## config.mk

```make
export PLATFORM = sky130hd
export DESIGN_NAME = twse_engine
export DESIGN_NICKNAME = d
export VERILOG_FILES = /design/src/logic/twse_buf2.v /design/src/logic/twse_engine.v
export VERILOG_INCLUDE_DIRS = /design/src /design/src/shared
export SDC_FILE = /design/constraint.sdc
export NUM_CORES = 1
export LEC_CHECK = 0
export ABC_AREA = 1
export BUFFER_PORTS_ARGS = -buffer_cell sky130_fd_sc_hd__buf_2
export CAP_MARGIN = 5
export CORE_MARGIN = 2
export CORE_UTILIZATION = 59
export DETAILED_ROUTE_END_ITERATION = 10
export GPL_TIMING_DRIVEN = 0
export PLACE_DENSITY = 0.83
export SLEW_MARGIN = 20
export SYNTH_ARGS = -nofsm -noshare
export SYNTH_HDL_FRONTEND = slang
export SYNTH_SLANG_ARGS = --single-unit
```

## constraint.sdc

```tcl
create_clock -name ref_clk_i -period 3.4 [get_ports ref_clk_i]
set_input_delay 0.68 -clock ref_clk_i [delete_from_list [all_inputs] [get_ports ref_clk_i]]
set_output_delay 0.68 -clock ref_clk_i [all_outputs]
set_load 0.005 [all_outputs]
```

## src/shared/twse_regs.vh

```
// Constants for the two-wire serial engine: status codes, timing counts, sizes
`ifndef TWSE_REGS_VH
`define TWSE_REGS_VH

// Clock period and spike window, in ns
`define TWSE_CLK_NS      5
`define TWSE_SPIKE_NS    50
// Least stable time rounds up to whole clock cycles
`define TWSE_FILT_CYC    ((`TWSE_SPIKE_NS + `TWSE_CLK_NS - 1) / `TWSE_CLK_NS)

// Fixed part of each SCL half period, in clocks
`define TWSE_HALF_BASE   16'h0008

// Receive buffer depth
`define TWSE_BUF_DEPTH   2'h2

// Status codes, upper five bits significant
`define TWSE_ST_IDLE     8'hF8
`define TWSE_ST_BUS_ERR  8'h00
`define TWSE_ST_START    8'h08
`define TWSE_ST_RSTART   8'h10
`define TWSE_ST_MT_SLA_A 8'h18
`define TWSE_ST_MT_SLA_N 8'h20
`define TWSE_ST_MT_DAT_A 8'h28
`define TWSE_ST_MT_DAT_N 8'h30
`define TWSE_ST_ARB_LOST 8'h38
`define TWSE_ST_MR_SLA_A 8'h40
`define TWSE_ST_MR_SLA_N 8'h48
`define TWSE_ST_MR_DAT_A 8'h50
`define TWSE_ST_MR_DAT_N 8'h58
`define TWSE_ST_SR_SLA   8'h60
`define TWSE_ST_SR_GC    8'h70
`define TWSE_ST_SR_DAT_A 8'h80
`define TWSE_ST_SR_DAT_N 8'h88
`define TWSE_ST_SR_STOP  8'hA0
`define TWSE_ST_ST_SLA   8'hA8
`define TWSE_ST_ST_DAT_A 8'hB8
`define TWSE_ST_ST_DAT_N 8'hC0

`endif

```

## src/logic/twse_buf2.v

```verilog
// Two-entry receive buffer with valid and ready on both sides
`timescale 1ns/100ps
`include "twse_regs.vh"

module twse_buf2 (
  input  wire       ref_clk_i,
  input  wire       srst_i,
  input  wire       in_valid_i,
  input  wire [7:0] in_data_i,
  output wire       in_ready_o,
  output wire       out_valid_o,
  input  wire       out_ready_i,
  output wire [7:0] out_data_o
);

  reg  [7:0] mem_reg [0:1];
  reg        wptr_reg;
  reg        rptr_reg;
  reg  [1:0] cnt_reg;
  wire       push;
  wire       pop;

  // Full and empty straight from the fill count
  assign in_ready_o  = (cnt_reg != `TWSE_BUF_DEPTH);
  assign out_valid_o = (cnt_reg != 2'h0);
  assign out_data_o  = mem_reg[rptr_reg];
  assign push        = in_valid_i & in_ready_o;
  assign pop         = out_valid_o & out_ready_i;

  // Storage is not reset; the count alone says what is valid
  always @(posedge ref_clk_i) begin
    if (push) begin
      mem_reg[wptr_reg] <= in_data_i;
    end
  end

  // Pointers and fill count
  always @(posedge ref_clk_i) begin
    if (srst_i) begin
      wptr_reg <= 1'b0;
      rptr_reg <= 1'b0;
      cnt_reg  <= 2'h0;
    end else begin
      if (push) begin
        wptr_reg <= ~wptr_reg;
      end
      if (pop) begin
        rptr_reg <= ~rptr_reg;
      end
      if (push & ~pop) begin
        cnt_reg <= cnt_reg + 2'h1;
      end else if (pop & ~push) begin
        cnt_reg <= cnt_reg - 2'h1;
      end
    end
  end

endmodule

```

## src/logic/twse_engine.v

```verilog
// Byte-oriented two-wire serial engine: master and slave, spike filter, status
`timescale 1ns/100ps
`include "twse_regs.vh"

module twse_engine (
  input  wire       ref_clk_i,
  input  wire       srst_i,
  input  wire       scl_i,
  output wire       scl_o,
  output wire       scl_oe_o,
  input  wire       sda_i,
  output wire       sda_o,
  output wire       sda_oe_o,
  input  wire       enable_i,
  input  wire       start_req_i,
  input  wire       ack_en_i,
  input  wire       gc_enable_i,
  input  wire [6:0] own_addr_i,
  input  wire [7:0] bit_rate_divider_i,
  input  wire [1:0] prescale_i,
  input  wire       serial_irq_enable_i,
  input  wire       global_irq_i,
  input  wire       stop_set_i,
  input  wire       flag_clear_i,
  input  wire       data_wr_i,
  input  wire [7:0] data_i,
  output wire       op_complete_flag_o,
  output wire       stop_request_o,
  output wire [7:0] serial_status_o,
  output wire [7:0] serial_data_o,
  output wire       irq_o,
  output wire       bus_busy_o,
  output wire       rx_valid_o,
  input  wire       rx_ready_i,
  output wire [7:0] rx_data_o
);

  localparam [2:0] ST_IDLE  = 3'h0;
  localparam [2:0] ST_BYTE  = 3'h1;
  localparam [2:0] ST_WAIT  = 3'h2;
  localparam [2:0] ST_START = 3'h3;
  localparam [2:0] ST_STOP  = 3'h4;
  localparam integer FILT_CYC  = `TWSE_FILT_CYC;
  localparam [3:0] FILT_LAST = FILT_CYC[3:0] - 4'h1;

  reg  [2:0]  state_reg;
  reg  [1:0]  ph_reg;
  reg  [15:0] tmr_reg;
  reg  [3:0]  bitcnt_reg;
  reg  [7:0]  shift_reg;
  reg  [7:0]  data_reg;
  reg  [7:0]  code_reg;
  reg         arm_reg;
  reg         first_reg;
  reg         tx_reg;
  reg         mst_reg;
  reg         addr_reg;
  reg         gc_reg;
  reg         ack_reg;
  reg         rsta_reg;
  reg         err_reg;
  reg         idle_after_reg;
  reg         flag_reg;
  reg         stop_req_reg;
  reg         busy_reg;
  reg         scl_oe_reg;
  reg         sda_oe_reg;
  reg         scl_q_reg;
  reg         sda_q_reg;
  wire [1:0]  pin_in;
  wire [1:0]  filt;
  wire [15:0] half_w;
  wire        tmr_done;
  wire        scl_rise;
  wire        scl_fall;
  wire        start_det;
  wire        stop_det;
  wire        adr_own;
  wire        adr_gc;
  wire        byte_end;
  wire        rxb_valid;
  wire        rxb_ready;
  wire [7:0]  end_code;

  //////////////////////////////////////////////////////////////////////////
  // Input stage: two-flop synchroniser, then a stability filter per line
  assign pin_in = {scl_i, sda_i};

  genvar gi;
  generate
    for (gi = 0; gi < 2; gi = gi + 1) begin : g_filt
      reg       meta_reg;
      reg       sync_reg;
      reg       out_reg;
      reg [3:0] cnt_reg;
      always @(posedge ref_clk_i) begin
        if (srst_i) begin
          meta_reg <= 1'b1;
          sync_reg <= 1'b1;
          out_reg  <= 1'b1;
          cnt_reg  <= 4'h0;
        end else begin
          meta_reg <= pin_in[gi];
          sync_reg <= meta_reg;
          if (sync_reg == out_reg) begin
            cnt_reg <= 4'h0;
          end else if (cnt_reg == FILT_LAST) begin
            out_reg <= sync_reg;   // Level held for the whole window
            cnt_reg <= 4'h0;
          end else begin
            cnt_reg <= cnt_reg + 4'h1;
          end
        end
      end
      assign filt[gi] = out_reg;
    end
  endgenerate

  // Bus conditions seen on the filtered lines
  assign scl_rise  = filt[1] & ~scl_q_reg;
  assign scl_fall  = ~filt[1] & scl_q_reg;
  assign start_det = filt[1] & scl_q_reg & sda_q_reg & ~filt[0];
  assign stop_det  = filt[1] & scl_q_reg & ~sda_q_reg & filt[0];

  //////////////////////////////////////////////////////////////////////////
  // half period from divider and prescaler
  assign half_w   = `TWSE_HALF_BASE + ({8'h00, bit_rate_divider_i} << {prescale_i, 1'b0});
  assign tmr_done = (tmr_reg == half_w - 16'h0001);

  // Slave address decode on the completed address byte
  assign adr_own = enable_i & (shift_reg[7:1] == own_addr_i);
  assign adr_gc  = enable_i & gc_enable_i & (shift_reg[7:0] == 8'h00);

  // Byte finished and SCL parked low
  assign byte_end = (state_reg == ST_BYTE) & (bitcnt_reg == 4'h9);

  // Received data bytes enter the buffer; address bytes do not
  assign rxb_valid = byte_end & ~tx_reg & ~first_reg;

  // Status of a finished byte, chosen by role, phase and acknowledge
  assign end_code =
    mst_reg ?
      (first_reg ?
        (shift_reg[0] ? (ack_reg ? `TWSE_ST_MR_SLA_A : `TWSE_ST_MR_SLA_N)
                      : (ack_reg ? `TWSE_ST_MT_SLA_A : `TWSE_ST_MT_SLA_N))
      : tx_reg ? (ack_reg ? `TWSE_ST_MT_DAT_A : `TWSE_ST_MT_DAT_N)
               : (ack_reg ? `TWSE_ST_MR_DAT_A : `TWSE_ST_MR_DAT_N))
    : first_reg ? (gc_reg ? `TWSE_ST_SR_GC
                          : (shift_reg[0] ? `TWSE_ST_ST_SLA : `TWSE_ST_SR_SLA))
    : tx_reg ? (ack_reg ? `TWSE_ST_ST_DAT_A : `TWSE_ST_ST_DAT_N)
             : (ack_reg ? `TWSE_ST_SR_DAT_A : `TWSE_ST_SR_DAT_N);

  //////////////////////////////////////////////////////////////////////////
  // Main sequencer; later assignments in the block take priority
  always @(posedge ref_clk_i) begin
    if (srst_i) begin
      state_reg      <= ST_IDLE;
      ph_reg         <= 2'h0;
      tmr_reg        <= 16'h0000;
      bitcnt_reg     <= 4'h0;
      shift_reg      <= 8'h00;
      data_reg       <= 8'hFF;
      code_reg       <= `TWSE_ST_IDLE;
      arm_reg        <= 1'b0;
      first_reg      <= 1'b0;
      tx_reg         <= 1'b0;
      mst_reg        <= 1'b0;
      addr_reg       <= 1'b0;
      gc_reg         <= 1'b0;
      ack_reg        <= 1'b0;
      rsta_reg       <= 1'b0;
      err_reg        <= 1'b0;
      idle_after_reg <= 1'b0;
      flag_reg       <= 1'b0;
      stop_req_reg   <= 1'b0;
      busy_reg       <= 1'b0;
      scl_oe_reg     <= 1'b0;
      sda_oe_reg     <= 1'b0;
      scl_q_reg      <= 1'b1;
      sda_q_reg      <= 1'b1;
    end else begin
      scl_q_reg <= filt[1];
      sda_q_reg <= filt[0];
      if (start_det) begin
        busy_reg <= 1'b1;
      end else if (stop_det) begin
        busy_reg <= 1'b0;
      end
      if (stop_set_i) begin
        stop_req_reg <= 1'b1;
      end
      if (data_wr_i) begin
        data_reg <= data_i;
      end
      // write one clears; a set later in this block wins
      // idle code whenever the flag is down
      if (flag_clear_i) begin
        flag_reg <= 1'b0;
        code_reg <= `TWSE_ST_IDLE;
      end

      case (state_reg)
        ST_IDLE: begin
          scl_oe_reg <= 1'b0;
          sda_oe_reg <= 1'b0;
          if (enable_i & start_req_i & ~busy_reg & ~flag_reg) begin
            mst_reg   <= 1'b1;
            rsta_reg  <= 1'b0;
            ph_reg    <= 2'h1;   // SCL already high on a free bus
            tmr_reg   <= 16'h0000;
            state_reg <= ST_START;
          end else if (enable_i & start_det) begin
            mst_reg    <= 1'b0;
            tx_reg     <= 1'b0;
            first_reg  <= 1'b1;
            arm_reg    <= 1'b1;  // Skip the SCL fall that ends the START
            bitcnt_reg <= 4'h0;
            state_reg  <= ST_BYTE;
          end
        end

        ST_START: begin
          tmr_reg <= tmr_reg + 16'h0001;
          if (ph_reg == 2'h0) begin
            // Repeated START: SDA up while SCL low, then SCL up
            sda_oe_reg <= 1'b0;
            if (tmr_done) begin
              scl_oe_reg <= 1'b0;
              tmr_reg    <= 16'h0000;
              ph_reg     <= 2'h1;
            end
          end else if (ph_reg == 2'h1) begin
            if (~filt[1]) begin
              tmr_reg <= 16'h0000;   // Another device stretches SCL
            end else if (tmr_done) begin
              sda_oe_reg <= 1'b1;
              tmr_reg    <= 16'h0000;
              ph_reg     <= 2'h2;
            end
          end else if (tmr_done) begin
            scl_oe_reg     <= 1'b1;
            flag_reg       <= 1'b1;
            code_reg       <= rsta_reg ? `TWSE_ST_RSTART : `TWSE_ST_START;
            first_reg      <= 1'b1;
            tx_reg         <= 1'b1;
            idle_after_reg <= 1'b0;
            state_reg      <= ST_WAIT;
          end
        end

        ST_STOP: begin
          tmr_reg <= tmr_reg + 16'h0001;
          if (ph_reg == 2'h0) begin
            if (tmr_done) begin
              scl_oe_reg <= 1'b0;
              tmr_reg    <= 16'h0000;
              ph_reg     <= 2'h1;
            end
          end else if (ph_reg == 2'h1) begin
            if (~filt[1]) begin
              tmr_reg <= 16'h0000;
            end else if (tmr_done) begin
              sda_oe_reg <= 1'b0;    // SDA rises while SCL high
              tmr_reg    <= 16'h0000;
              ph_reg     <= 2'h2;
            end
          end else if (tmr_done) begin
            mst_reg      <= 1'b0;
            stop_req_reg <= 1'b0;
            state_reg    <= ST_IDLE;
          end
        end

        ST_WAIT: begin
          // nothing moves until software clears the flag
          if (flag_clear_i) begin
            tmr_reg <= 16'h0000;
            if (err_reg | idle_after_reg | ~enable_i) begin
              // let go of both lines, no STOP on the bus
              scl_oe_reg <= 1'b0;
              sda_oe_reg <= 1'b0;
              mst_reg    <= 1'b0;
              addr_reg   <= 1'b0;
              err_reg    <= 1'b0;
              state_reg  <= ST_IDLE;
              // only recovery drops the stop request
              if (err_reg) begin
                stop_req_reg <= 1'b0;
              end
            end else if (mst_reg & start_req_i) begin
              rsta_reg  <= 1'b1;
              ph_reg    <= 2'h0;
              state_reg <= ST_START;
            end else if (mst_reg & stop_req_reg) begin
              sda_oe_reg <= 1'b1;    // SDA low before SCL is let up
              ph_reg     <= 2'h0;
              state_reg  <= ST_STOP;
            end else begin
              // Next byte; the slave lets SCL go, the master clocks it
              bitcnt_reg <= 4'h0;
              arm_reg    <= 1'b0;
              scl_oe_reg <= mst_reg;
              sda_oe_reg <= tx_reg & ~data_reg[7];
              if (tx_reg) begin
                shift_reg <= data_reg;
              end
              state_reg <= ST_BYTE;
            end
          end
        end

        ST_BYTE: begin
          // master clock: count only once the line agrees with us
          if (mst_reg & (bitcnt_reg != 4'h9)) begin
            if (scl_oe_reg) begin
              if (filt[1]) begin
                tmr_reg <= 16'h0000;
              end else if (tmr_done) begin
                scl_oe_reg <= 1'b0;
                tmr_reg    <= 16'h0000;
              end else begin
                tmr_reg <= tmr_reg + 16'h0001;
              end
            end else if (~filt[1]) begin
              tmr_reg <= 16'h0000;
            end else if (tmr_done) begin
              scl_oe_reg <= 1'b1;
              tmr_reg    <= 16'h0000;
            end else begin
              tmr_reg <= tmr_reg + 16'h0001;
            end
          end

          if (scl_fall) begin
            if (arm_reg) begin
              arm_reg <= 1'b0;
            end else if (bitcnt_reg < 4'h7) begin
              bitcnt_reg <= bitcnt_reg + 4'h1;
              sda_oe_reg <= tx_reg & ~shift_reg[7];
            end else if (bitcnt_reg == 4'h7) begin
              bitcnt_reg <= 4'h8;
              if (tx_reg) begin
                sda_oe_reg <= 1'b0;
              end else if (first_reg & ~mst_reg) begin
                sda_oe_reg <= adr_own | adr_gc;
                addr_reg   <= adr_own | adr_gc;
                gc_reg     <= adr_gc & ~adr_own;
              end else begin
                sda_oe_reg <= ack_en_i;
              end
            end else if (bitcnt_reg == 4'h8) begin
              // park SCL low unless we are a slave that was never addressed
              bitcnt_reg <= 4'h9;
              sda_oe_reg <= 1'b0;
              scl_oe_reg <= mst_reg | addr_reg;
            end
          end

          if (scl_rise & ~arm_reg) begin
            if (bitcnt_reg < 4'h8) begin
              shift_reg <= {shift_reg[6:0], filt[0]};
              // we let SDA up but the bus reads low
              if (mst_reg & tx_reg & shift_reg[7] & ~filt[0]) begin
                sda_oe_reg     <= 1'b0;
                scl_oe_reg     <= 1'b1;
                mst_reg        <= 1'b0;
                flag_reg       <= 1'b1;
                code_reg       <= `TWSE_ST_ARB_LOST;
                idle_after_reg <= 1'b1;
                state_reg      <= ST_WAIT;
              end
            end else if (bitcnt_reg == 4'h8) begin
              ack_reg <= ~filt[0];   // Low on the ninth clock is ACK
            end
          end

          // one event per byte, raised once SCL is parked
          if (byte_end) begin
            if (first_reg & ~mst_reg & ~addr_reg) begin
              state_reg <= ST_IDLE;  // Someone else's address
            end else if (tx_reg | rxb_ready) begin
              // byte done, flag with its status
              flag_reg       <= 1'b1;
              code_reg       <= end_code;
              first_reg      <= 1'b0;
              idle_after_reg <= ~mst_reg & ~ack_reg & ~first_reg;
              state_reg      <= ST_WAIT;
              if (first_reg) begin
                tx_reg <= mst_reg ^ shift_reg[0];
              end
              if (~tx_reg) begin
                data_reg <= shift_reg;
              end
            end
          end

          if (~arm_reg & (start_det | stop_det) & ~byte_end) begin
            if ((bitcnt_reg != 4'h0) | mst_reg) begin
              err_reg    <= 1'b1;
              flag_reg   <= 1'b1;
              code_reg   <= `TWSE_ST_BUS_ERR;
              sda_oe_reg <= 1'b0;
              scl_oe_reg <= 1'b1;    // Held until recovery lets it go
              mst_reg    <= 1'b0;
              addr_reg   <= 1'b0;
              state_reg  <= ST_WAIT;
            end else if (addr_reg & ~first_reg) begin
              // STOP or repeated START while addressed
              flag_reg       <= 1'b1;
              code_reg       <= `TWSE_ST_SR_STOP;
              idle_after_reg <= 1'b1;
              sda_oe_reg     <= 1'b0;
              scl_oe_reg     <= 1'b1;    // held while flagged
              state_reg      <= ST_WAIT;
            end else begin
              state_reg <= ST_IDLE;
            end
          end
        end

        default: begin
          state_reg <= ST_IDLE;
        end
      endcase

      // Turning the engine off drops any transfer outside ST_WAIT and lets the lines go
      if (~enable_i & (state_reg != ST_WAIT)) begin
        state_reg  <= ST_IDLE;
        mst_reg    <= 1'b0;
        addr_reg   <= 1'b0;
        scl_oe_reg <= 1'b0;
        sda_oe_reg <= 1'b0;
      end
    end
  end

  //////////////////////////////////////////////////////////////////////////
  // Received bytes; a full buffer keeps SCL low instead of dropping a byte
  twse_buf2 u_rx_buf (
    .ref_clk_i   (ref_clk_i),
    .srst_i      (srst_i),
    .in_valid_i  (rxb_valid),
    .in_data_i   (shift_reg),
    .in_ready_o  (rxb_ready),
    .out_valid_o (rx_valid_o),
    .out_ready_i (rx_ready_i),
    .out_data_o  (rx_data_o)
  );

  //////////////////////////////////////////////////////////////////////////
  // Open-drain pins only ever pull low
  assign scl_o    = 1'b0;
  assign sda_o    = 1'b0;
  assign scl_oe_o = scl_oe_reg;
  assign sda_oe_o = sda_oe_reg;

  // status word: code in bits 7..3, prescaler in bits 1..0
  assign serial_status_o    = {code_reg[7:3], 1'b0, prescale_i};
  assign serial_data_o      = data_reg;
  assign op_complete_flag_o = flag_reg;
  assign stop_request_o     = stop_req_reg;
  assign bus_busy_o         = busy_reg;

  assign irq_o = flag_reg & serial_irq_enable_i & global_irq_i;

endmodule

```

# After elaboration in Yosys (flattened, before gate mapping)
# Memory sizes are Yosys's and may differ from the RTL's. A register that Yosys moved wholly into a read port is not among the register bits.
# Index checks and enable logic that the tools add are counted.
# word_totals
rom_bits	0
reg_bits	84
out_inout_bits	33
mem_count	1
latchBits	0
word_cells	458
mem_bits_rw	16
# memory_table
name	words	width	read_ports	rd_clocked_by_memory_dff	write_ports	line	text
u_rx_buf.mem_reg	2	8	1	1	1	twse_buf2.v:16	reg [7:0] mem_reg [0:1];
# classes
shifts	1
div	0
multipliers	0
n_reduce_logical	39
order_cmp	2
n_bitwise	74
eq_ne	60
add_sub_neg	8
mux	238
# op_table
operator	n
8-bit two-way mux	30
16-bit two-way mux	9
1-bit two-way mux	126
16-bit case mux with 4 select lines	1
3-bit two-way mux	19
4-bit two-way mux	14
2-bit inequality test (second input constant)	25
1-bit bitwise AND	41
7-bit two-way mux	5
8-bit case mux with 2 select lines	2
10-bit AND reduction	3
2-bit two-way mux	14
3-bit inequality test (second input constant)	9
1-bit inverter	25
8-bit AND reduction	3
7-bit AND reduction	3
9-bit AND reduction	2
16-bit by 1-bit adder with 16-bit output (second input constant)	1
4-bit by 16-bit adder with 16-bit output (first input constant)	1
16-bit equality test	1
4-bit equality test (second input constant)	4
8-bit by 3-bit << shifter with 16-bit output	1
16-bit by 1-bit subtractor with 16-bit output (second input constant)	1
3-bit case mux with 5 select lines	1
40 further kinds	81

# Longest topological paths before layout
# Gate-level depths: netlist of the first run.
# logic_depth
word_depth	20
depth_mapped	23
ltp_nobuf	23

# Modules after synthesis
# A second synthesis of the first run with hierarchy kept.
# hier_totals
hier_cells	902
hier_area_um2	6187.2
# by_module_without_submodules
module	cells_per_inst	n_inst	seq_area_each_um2	area_each_um2
twse_engine	840	1	1541.5	5352.6
twse_buf2	62	1	580.6	834.6

# Worst setup path after synthesis of the first run
# No wires, ideal clock.
# synth_path
kind	input to register
start	in prescale_i[0]
end	reg mst_reg
required_time_ns	3.276
path_slack_ns	0.687
stages	18
arrival_time_ns	2.589
n_path_buf	1
setup_ns	0.124
cell_sequence	inv_2 buf_6 nand3_2 ha_1 a21oi_1 o2111ai_1 nor2_1 nand3_1 nor2_1 nand2_2 nor2_8 nand2_4 nand2_4 nand3_2 clkinv_1 o211ai_1 o21ai_1 a21oi_1
# synth_via
elab_chain_len	6
# synth_lines
element	line	text
start: declaration	twse_engine.v:20	input wire [1:0] prescale_i,
8-bit by 3-bit << shifter with 16-bit output	twse_engine.v:127	assign half_w = `TWSE_HALF_BASE + ({8'h00, bit_rate_divider_i} << {prescale_i, 1'b0});
4-bit by 16-bit adder with 16-bit output (no line)	-	
16-bit by 1-bit subtractor with 16-bit output	twse_engine.v:128	assign tmr_done = (tmr_reg == half_w - 16'h0001);
16-bit equality test	twse_engine.v:128	
2-bit inequality test (no line)	-	
7-bit AND reduction (no line)	-	
end signal: assignment	twse_engine.v:167	mst_reg <= 1'b0;
end signal: assignment	twse_engine.v:207	mst_reg <= 1'b1;
end signal: assignment	twse_engine.v:213	mst_reg <= 1'b0;
end: declaration	twse_engine.v:56	reg mst_reg;
# Every way passes these cells.
# A chain may end at the register's enable or synchronous reset.

# Worst setup path in the final report of the first run
# layout_path
start	in prescale_i[0]
end	reg stop_req_reg, in the netlist stop_request_o
# layout_via
elab_chain_len	8
# layout_lines
element	line	text
8-bit by 3-bit << shifter with 16-bit output	twse_engine.v:127	
4-bit by 16-bit adder with 16-bit output (no line)	-	
16-bit by 1-bit subtractor with 16-bit output	twse_engine.v:128	
16-bit equality test	twse_engine.v:128	
1-bit two-way mux	twse_engine.v:267	end else if (tmr_done) begin
1-bit two-way mux	twse_engine.v:259	end else if (ph_reg == 2'h1) begin
1-bit two-way mux	twse_engine.v:253	if (ph_reg == 2'h0) begin
1-bit case mux with 2 select lines	twse_engine.v:202	case (state_reg)
end signal: assignment	twse_engine.v:190	stop_req_reg <= 1'b1;
end signal: assignment	twse_engine.v:269	stop_req_reg <= 1'b0;
end signal: assignment	twse_engine.v:288	stop_req_reg <= 1'b0;
end: declaration	twse_engine.v:64	reg stop_req_reg;
# Every way passes these cells.

==> impl_metrics.json, run 1 <==
{
  "outcome": "completed",
  "rsz0062_at_grt": "no",
  "floorplan.initialDensity_pct": 60.5,
  "cts-root-buf": "clkbuf_8",
  "drc": 0,
  "h-tree-depth": 3,
  "place_hpwl_microns": 12700,
  "grt_pass1_wl_microns": 27600,
  "async_reset_ff_share_pct": 0,
  "grt_max_degree": 19,
  "yosysMostFrequentCell": "nand2_1",
  "hold_path_depth": 1,
  "max-slew-margin-rel_pct": 49.8,
  "drtIter0Drc": 543,
  "drv_slew": 0,
  "yosysTopAreaCellShare_pct": 26.3,
  "dieWidth_microns": 107,
  "fin_crit_ns": 2.94,
  "critPathCaptureType": "flip-flop",
  "worst-r2r-cell-count": 9,
  "synthTopCellsByCount": "nand2_1, inv_1, nor2_1, dfxtp_1, nand3_1",
  "worstHoldStart": "g_filt[0].meta_reg",
  "setup_slack_ns": 0.460,
  "antennaDiodeCount": 0,
  "ant_nets": 0,
  "synth.distinct_cells": 58,
  "coreArea_sq_um": 10300,
  "cap_violations": 0,
  "clockPowerShare_pct": 30.4,
  "routed_wl_microns": 16700,
  "worstSetupStartpointType": "input pin",
  "synth_edf_count": 16,
  "finClkSkew_ns": 0.0111,
  "vdd_drop_max_uv": 357,
  "numCtsBuffers": 9,
  "grt_pass1_vias": 5826,
  "dp_cells": 1094,
  "power.total_mw": 2.62,
  "hold_ws_ns": 0.419,
  "powerDensity_nw_per_um2": 377,
  "grt_use_total_pct": 30.2,
  "crit_arrival_ns": 3.20,
  "ys.flop_type": "dfxtp_1",
  "fin_crit_sh_pct": 86.5,
  "placed_cell_area_sq_um": 6750,
  "fillCellCount": 939,
  "fin_area_sq_um": 6960,
  "syn2layout_area_growth_pct": 11.4,
  "switching_power_uw": 857,
  "die_h_microns": 107,
  "setup_viol": 0,
  "wire_per_inst_microns": 15.1,
  "num_io_pins": 72,
  "ys_seq_area_share_pct": 34.0,
  "cts_tree": "built",
  "yosysTopAreaCell": "dfxtp_1",
  "worstSetupPathType": "in -> reg",
  "grt_overflow": 0,
  "fmax_mhz": 340,
  "via_count": 6215,
  "clk_pin_slew_worst_paths_ns": 0.10,
  "intPower_mw": 1.77,
  "p_seq_share_pct": 48.9,
  "synthCells": 891,
  "dpl_worst_slack_ns": 0.147,
  "synth-seq-cells": 98,
  "worst-slew-pin-transition_ns": 0.753,
  "critPathLaunch": "prescale_i[0]",
  "rows": 37,
  "finalCoreUtilization_pct": 67.4,
  "reg2reg_from": "state_reg[1]",
  "holdBufCountCts": 0,
  "yosys_warnings": 0,
  "gp_congestion": 0.984,
  "fin_cells": 1110,
  "swShare_pct": 32.7,
  "max-clock-path-buffers": 2,
  "tns_ns": 0,
  "cts_setup_buffers": 0,
  "ys_top_cells_by_area": "dfxtp_1, nand2_1, edfxtp_1",
  "synth_area_sq_um": 6250,
  "clock-sinks": 98,
  "power_frac_comb_pct": 20.6,
  "clock_latency_ns": 0.38,
  "viasPerCell": 5.60,
  "cts.repair.resized": 0,
  "portBuffers": 65,
  "drive_above_1_share_pct": 16.1,
  "first_pass_iters": 6,
  "grt_antenna_before_repair": 0,
  "hold_violations": 0,
  "hold_path.class": "reg -> reg",
  "finalNetCount": 1022,
  "cp_max_fo": 10,
  "die_area_sq_um": 11400,
  "p_leak_nw": 3.06,
  "required_ns": 3.66,
  "syn_avg_cell_area_sq_um": 7.01
}
==> layout by cell type, fill, tap and decap left out, types with 5 or more instances in the layout <==
| cell type | synthesis | routed |
|---|---|---|
| nand2_1 | 181 | 181 |
| inv_1 | 122 | 122 |
| nor2_1 | 97 | 97 |
| dfxtp_1 | 82 | 82 |
| buf_2 | 2 | 67 |
| nand3_1 | 51 | 51 |
| o21ai_0 | 48 | 48 |
| a21oi_1 | 45 | 45 |
| o211ai_1 | 22 | 22 |
| nor3_1 | 19 | 19 |
| clkbuf_1 | 17 | 17 |
| edfxtp_1 | 16 | 16 |
| xor2_1 | 15 | 15 |
| a31oi_1 | 15 | 15 |
| ha_1 | 14 | 14 |
| nand2_2 | 13 | 13 |
| nand4_1 | 12 | 12 |
| nand3_2 | 9 | 9 |
| clkbuf_8 | 0 | 9 |
| mux2_2 | 8 | 8 |
| inv_2 | 7 | 7 |
| or2_2 | 6 | 6 |
| a211oi_1 | 6 | 6 |
| nor2_4 | 5 | 5 |
| o21ai_1 | 5 | 5 |
| o2111ai_1 | 5 | 5 |
| o22ai_1 | 5 | 5 |
| buf_4 | 5 | 5 |
==> logic make-up (layout without fill, tap and decap cells) <==
logic type | count (synthesis) | count (layout) | share of synthesized area (%)
AND/OR/NAND/NOR | 416 | 416 | 31.4
AO/OA/AOI/OAI | 173 | 173 | 16.9
buffers and inverters | 162 | 243 | 10.6
flip-flops | 98 | 98 | 34.0
XOR/XNOR | 19 | 19 | 2.78
adder cells (fa/ha/maj) | 14 | 14 | 2.80
multiplexers | 8 | 8 | 1.44
other | 1 | 3 | 0.0600
==> power by group through the flow <==
| stage | sequential, mW | clock, mW | combinational (mW) |
|---|---|---|---|
| floorplan | 1.29 | 0 | 0.379 |
| global route | 1.29 | 0.860 | 0.604 |
| finish | 1.28 | 0.798 | 0.542 |
| CTS | 1.28 | 0.812 | 0.533 |
| detailed placement | 1.31 | 0 | 0.528 |
| global placement | 1.31 | 0 | 0.521 |
==> final timing paths <==
kind	to	slack, ns
max	stop_request_o	0.46
min	g_filt[0].sync_reg	0.42
max reg2reg	u_rx_buf.mem_reg[1][4]	0.62
min reg2reg	g_filt[0].sync_reg	0.42
==> layout make-up <==
class | count | area [sq um] | area share [%]
timing repair buffer | 65 | 325 | 4.67
inverter | 133 | 504 | 7.25
tap | 136 | 170 | 2.45
multi-input combinational | 633 | 3470 | 49.8
buffer | 29 | 160 | 2.30
clock inverter | 7 | 86.3 | 1.24
sequential | 98 | 2120 | 30.5
clock buffer | 9 | 124 | 1.78
==> critical path, cell delays in order <==
cell and delay, ns:
buf_2 0.13, inv_2 0.09, buf_6 0.16, nand3_2 0.13
ha_1 0.25, nand3_1 0.11, nand3_2 0.11, nor3_4 0.20
nand3_1 0.10, nand2_1 0.09, nand2_2 0.07, nor2_4 0.09
nand2_2 0.10, nor2_8 0.16, nand3_2 0.14, nand2_2 0.12
inv_2 0.08, o21ai_0 0.27, a31oi_1 0.12
==> layer usage <==
metal / track usage, % / routed length (microns) / vias to the layer above
met5: 0 / 0 / -
met4: 10.0 / 454 / 0
met3: 6.02 / 1340 / 36
met2: 49.2 / 7700 / 283
met1: 40.1 / 7220 / 2784
li1: - / - / 3112
(Power assumes the default switching activity.)
==> inputs of run 2 (changes only) <==
--- a/config.mk
+++ b/config.mk
@@ -10,10 +10,10 @@
 export BUFFER_PORTS_ARGS = -buffer_cell sky130_fd_sc_hd__buf_2
 export CAP_MARGIN = 5
 export CORE_MARGIN = 2
-export CORE_UTILIZATION = 59
+export CORE_UTILIZATION = 64
 export DETAILED_ROUTE_END_ITERATION = 10
 export GPL_TIMING_DRIVEN = 0
-export PLACE_DENSITY = 0.83
+export PLACE_DENSITY = 0.89
 export SLEW_MARGIN = 20
 export SYNTH_ARGS = -nofsm -noshare
 export SYNTH_HDL_FRONTEND = slang
==> constraint.sdc (replaced) <==
create_clock -name ref_clk_i -period 3.8 [get_ports ref_clk_i]
set_input_delay 0.76 -clock ref_clk_i [delete_from_list [all_inputs] [get_ports ref_clk_i]]
set_output_delay 0.76 -clock ref_clk_i [all_outputs]
set_load 0.005 [all_outputs]
==> run 2 against run 1 <==
Wire length barely moved. Core utilization grew 4.6 points. Die area shrank 7.5%. Count of clock-buffer cells in the layout stayed put. Sequential power shrank 10%. Setup slack better by 0.34 ns. Total power down 12%. Worst hold slack improved by 0.018 ns. Register-to-register slack improved by 0.23 ns.
==> impl_metrics.json, run 2 (same netlist as run 1, synthesis figures left out) <==
{
  "gp_congestion": 1.02,
  "r2r_setup_slack_ns": 0.85,
  "p_seq_share_pct": 49.8,
  "numCtsBuffers": 9,
  "finalNetCount": 1022,
  "viasPerCell": 5.72,
  "portBuffers": 65,
  "clk_pin_slew_worst_paths_ns": 0.11,
  "clock_latency_ns": 0.40,
  "reg2reg_to": "u_rx_buf.mem_reg[1][6]",
  "slowest_delay_ns": 0.26,
  "cap_violations": 0,
  "worstSetupPathType": "in -> reg",
  "clock-sinks": 98,
  "drive_above_1_share_pct": 16.2,
  "cts-root-buf": "clkbuf_8",
  "critPathCaptureType": "flip-flop",
  "setup_viol": 0,
  "p_leak_nw": 3.05,
  "worstSetupStartpointType": "input pin",
  "fin_cells": 1107,
  "drtIter0Drc": 456,
  "rsz0062_at_grt": "no",
  "min_to": "g_filt[0].sync_reg",
  "worst-slew-pin-transition_ns": 0.752,
  "floorplan.initialDensity_pct": 64.8,
  "clockPowerShare_pct": 29.3,
  "hold_path_depth": 1,
  "die_area_sq_um": 10600,
  "grt_pass1_vias": 5864,
  "cts_setup_buffers": 0,
  "hold_ws_ns": 0.436,
  "intPower_mw": 1.52,
  "fmax_mhz": 333,
  "coreArea_sq_um": 9640,
  "holdBufCountCts": 0,
  "final_cell_mix": "nand2_1, inv_1, nor2_1, dfxtp_1, buf_2",
  "hold_violations": 0,
  "drv_slew": 0,
  "grt_pass1_wl_microns": 26800,
  "worstHoldStart": "g_filt[0].meta_reg",
  "hold_path.class": "reg -> reg",
  "rows": 36,
  "fillCellCount": 882,
  "worst-r2r-cell-count": 9,
  "antennaDiodeCount": 0,
  "mostFrequentLayoutCell": "nand2_1",
  "powerDensity_nw_per_um2": 333,
  "grt_max_degree": 21,
  "wire_per_inst_microns": 15.1,
  "die_h_microns": 103,
  "max-slew-margin-rel_pct": 49.7,
  "reg2reg_from": "state_reg[1]",
  "crit_arrival_ns": 3.27,
  "switching_power_uw": 785,
  "path_cells": "buf_2, inv_2, buf_6, nand3_2, ha_1, nand3_1, nand3_2, nor3_4, nand2_1, nand2_1, nand2_1, nor2_1, nand2_2, nor2_8, nand3_2, nand2_2, inv_2, o21ai_0, a31oi_1",
  "outcome": "completed",
  "via_count": 6333,
  "cp_max_fo": 10,
  "fin_crit_sh_pct": 79.1,
  "syn2layout_area_growth_pct": 11.2,
  "ant_nets": 0,
  "grt_antenna_before_repair": 0,
  "routed_wl_microns": 16700,
  "drc": 0,
  "dp_cells": 1091,
  "swShare_pct": 34.0,
  "max-clock-path-buffers": 2,
  "first_pass_iters": 6,
  "dieWidth_microns": 103,
  "vdd_drop_max_uv": 250,
  "power_frac_comb_pct": 20.9,
  "finClkSkew_ns": 0.0143,
  "cts.repair.resized": 0,
  "cp_slowest_cell": "ha_1",
  "h-tree-depth": 3,
  "required_ns": 4.07,
  "tns_ns": 0,
  "num_io_pins": 72,
  "grt_use_total_pct": 32.6,
  "fin_crit_ns": 3.00,
  "grt_overflow": 0,
  "place_hpwl_microns": 12900,
  "cts_tree": "built"
}
run 2: per-stage QoR:
step / power (mW) / worst slack [ns] / instance area [sq um] / util (%)
after floorplan: 1.50 / 1.01 / 6250 / -
after global placement: 1.63 / 0.516 / 6750 / 70.0
after detailed placement: 1.64 / 0.443 / 6750 / 70.0
after CTS: 2.30 / 0.849 / 6940 / 72.0
after global routing: 2.41 / 0.578 / 6940 / 72.0
final: 2.31 / 0.796 / 6940 / 72.0
run 2: power by group through the flow:
stage          clock, mW  combinational (mW)  sequential, mW
2_1_floorplan          0               0.339            1.16
3_3_place_gp           0               0.463            1.17
3_5_place_dp           0               0.470            1.17
4_1_cts            0.682               0.473            1.15
5_1_grt            0.715               0.537            1.16
6_report           0.677               0.482            1.15
run 2: critical path, delay by kind of cell:
family,cells,cell delay (ns)
compound gates,2,0.36
buf+inv,4,0.47
simple gates,12,1.40
fa+ha+maj,1,0.26
run 2: metal layers:
layer | up-vias | GRT usage, % | routed length, microns
li1 | 3112 | - | -
met4 | 0 | 17.9 | 668
met1 | 2874 | 40.1 | 6780
met5 | - | 0 | 0
met2 | 287 | 54.7 | 7930
met3 | 60 | 5.29 | 1340
run 2: layout make-up:
cell class / count / area, sq um / share of cell area (%)
Tap cell: 133 / 166 / 2.40
Timing Repair Buffer: 65 / 325 / 4.69
Buffer: 29 / 160 / 2.31
Multi-Input combinational cell: 633 / 3470 / 49.9
Inverter: 133 / 504 / 7.26
Clock inverter: 7 / 73.8 / 1.06
Sequential cell: 98 / 2120 / 30.6
Clock buffer: 9 / 124 / 1.78
run 2: worst max-delay path by stage:
stage                  start        endpoint  slack, ns  cells after the start
2_1_floorplan  prescale_i[0]         mst_reg       1.01                     18
3_3_place_gp   prescale_i[0]  stop_request_o       0.52                     19
3_5_place_dp   prescale_i[0]  stop_request_o       0.44                     19
4_1_cts        prescale_i[0]  stop_request_o       0.85                     19
5_1_grt        prescale_i[0]        sda_oe_o       0.58                     18
6_report       prescale_i[0]  stop_request_o       0.80                     19
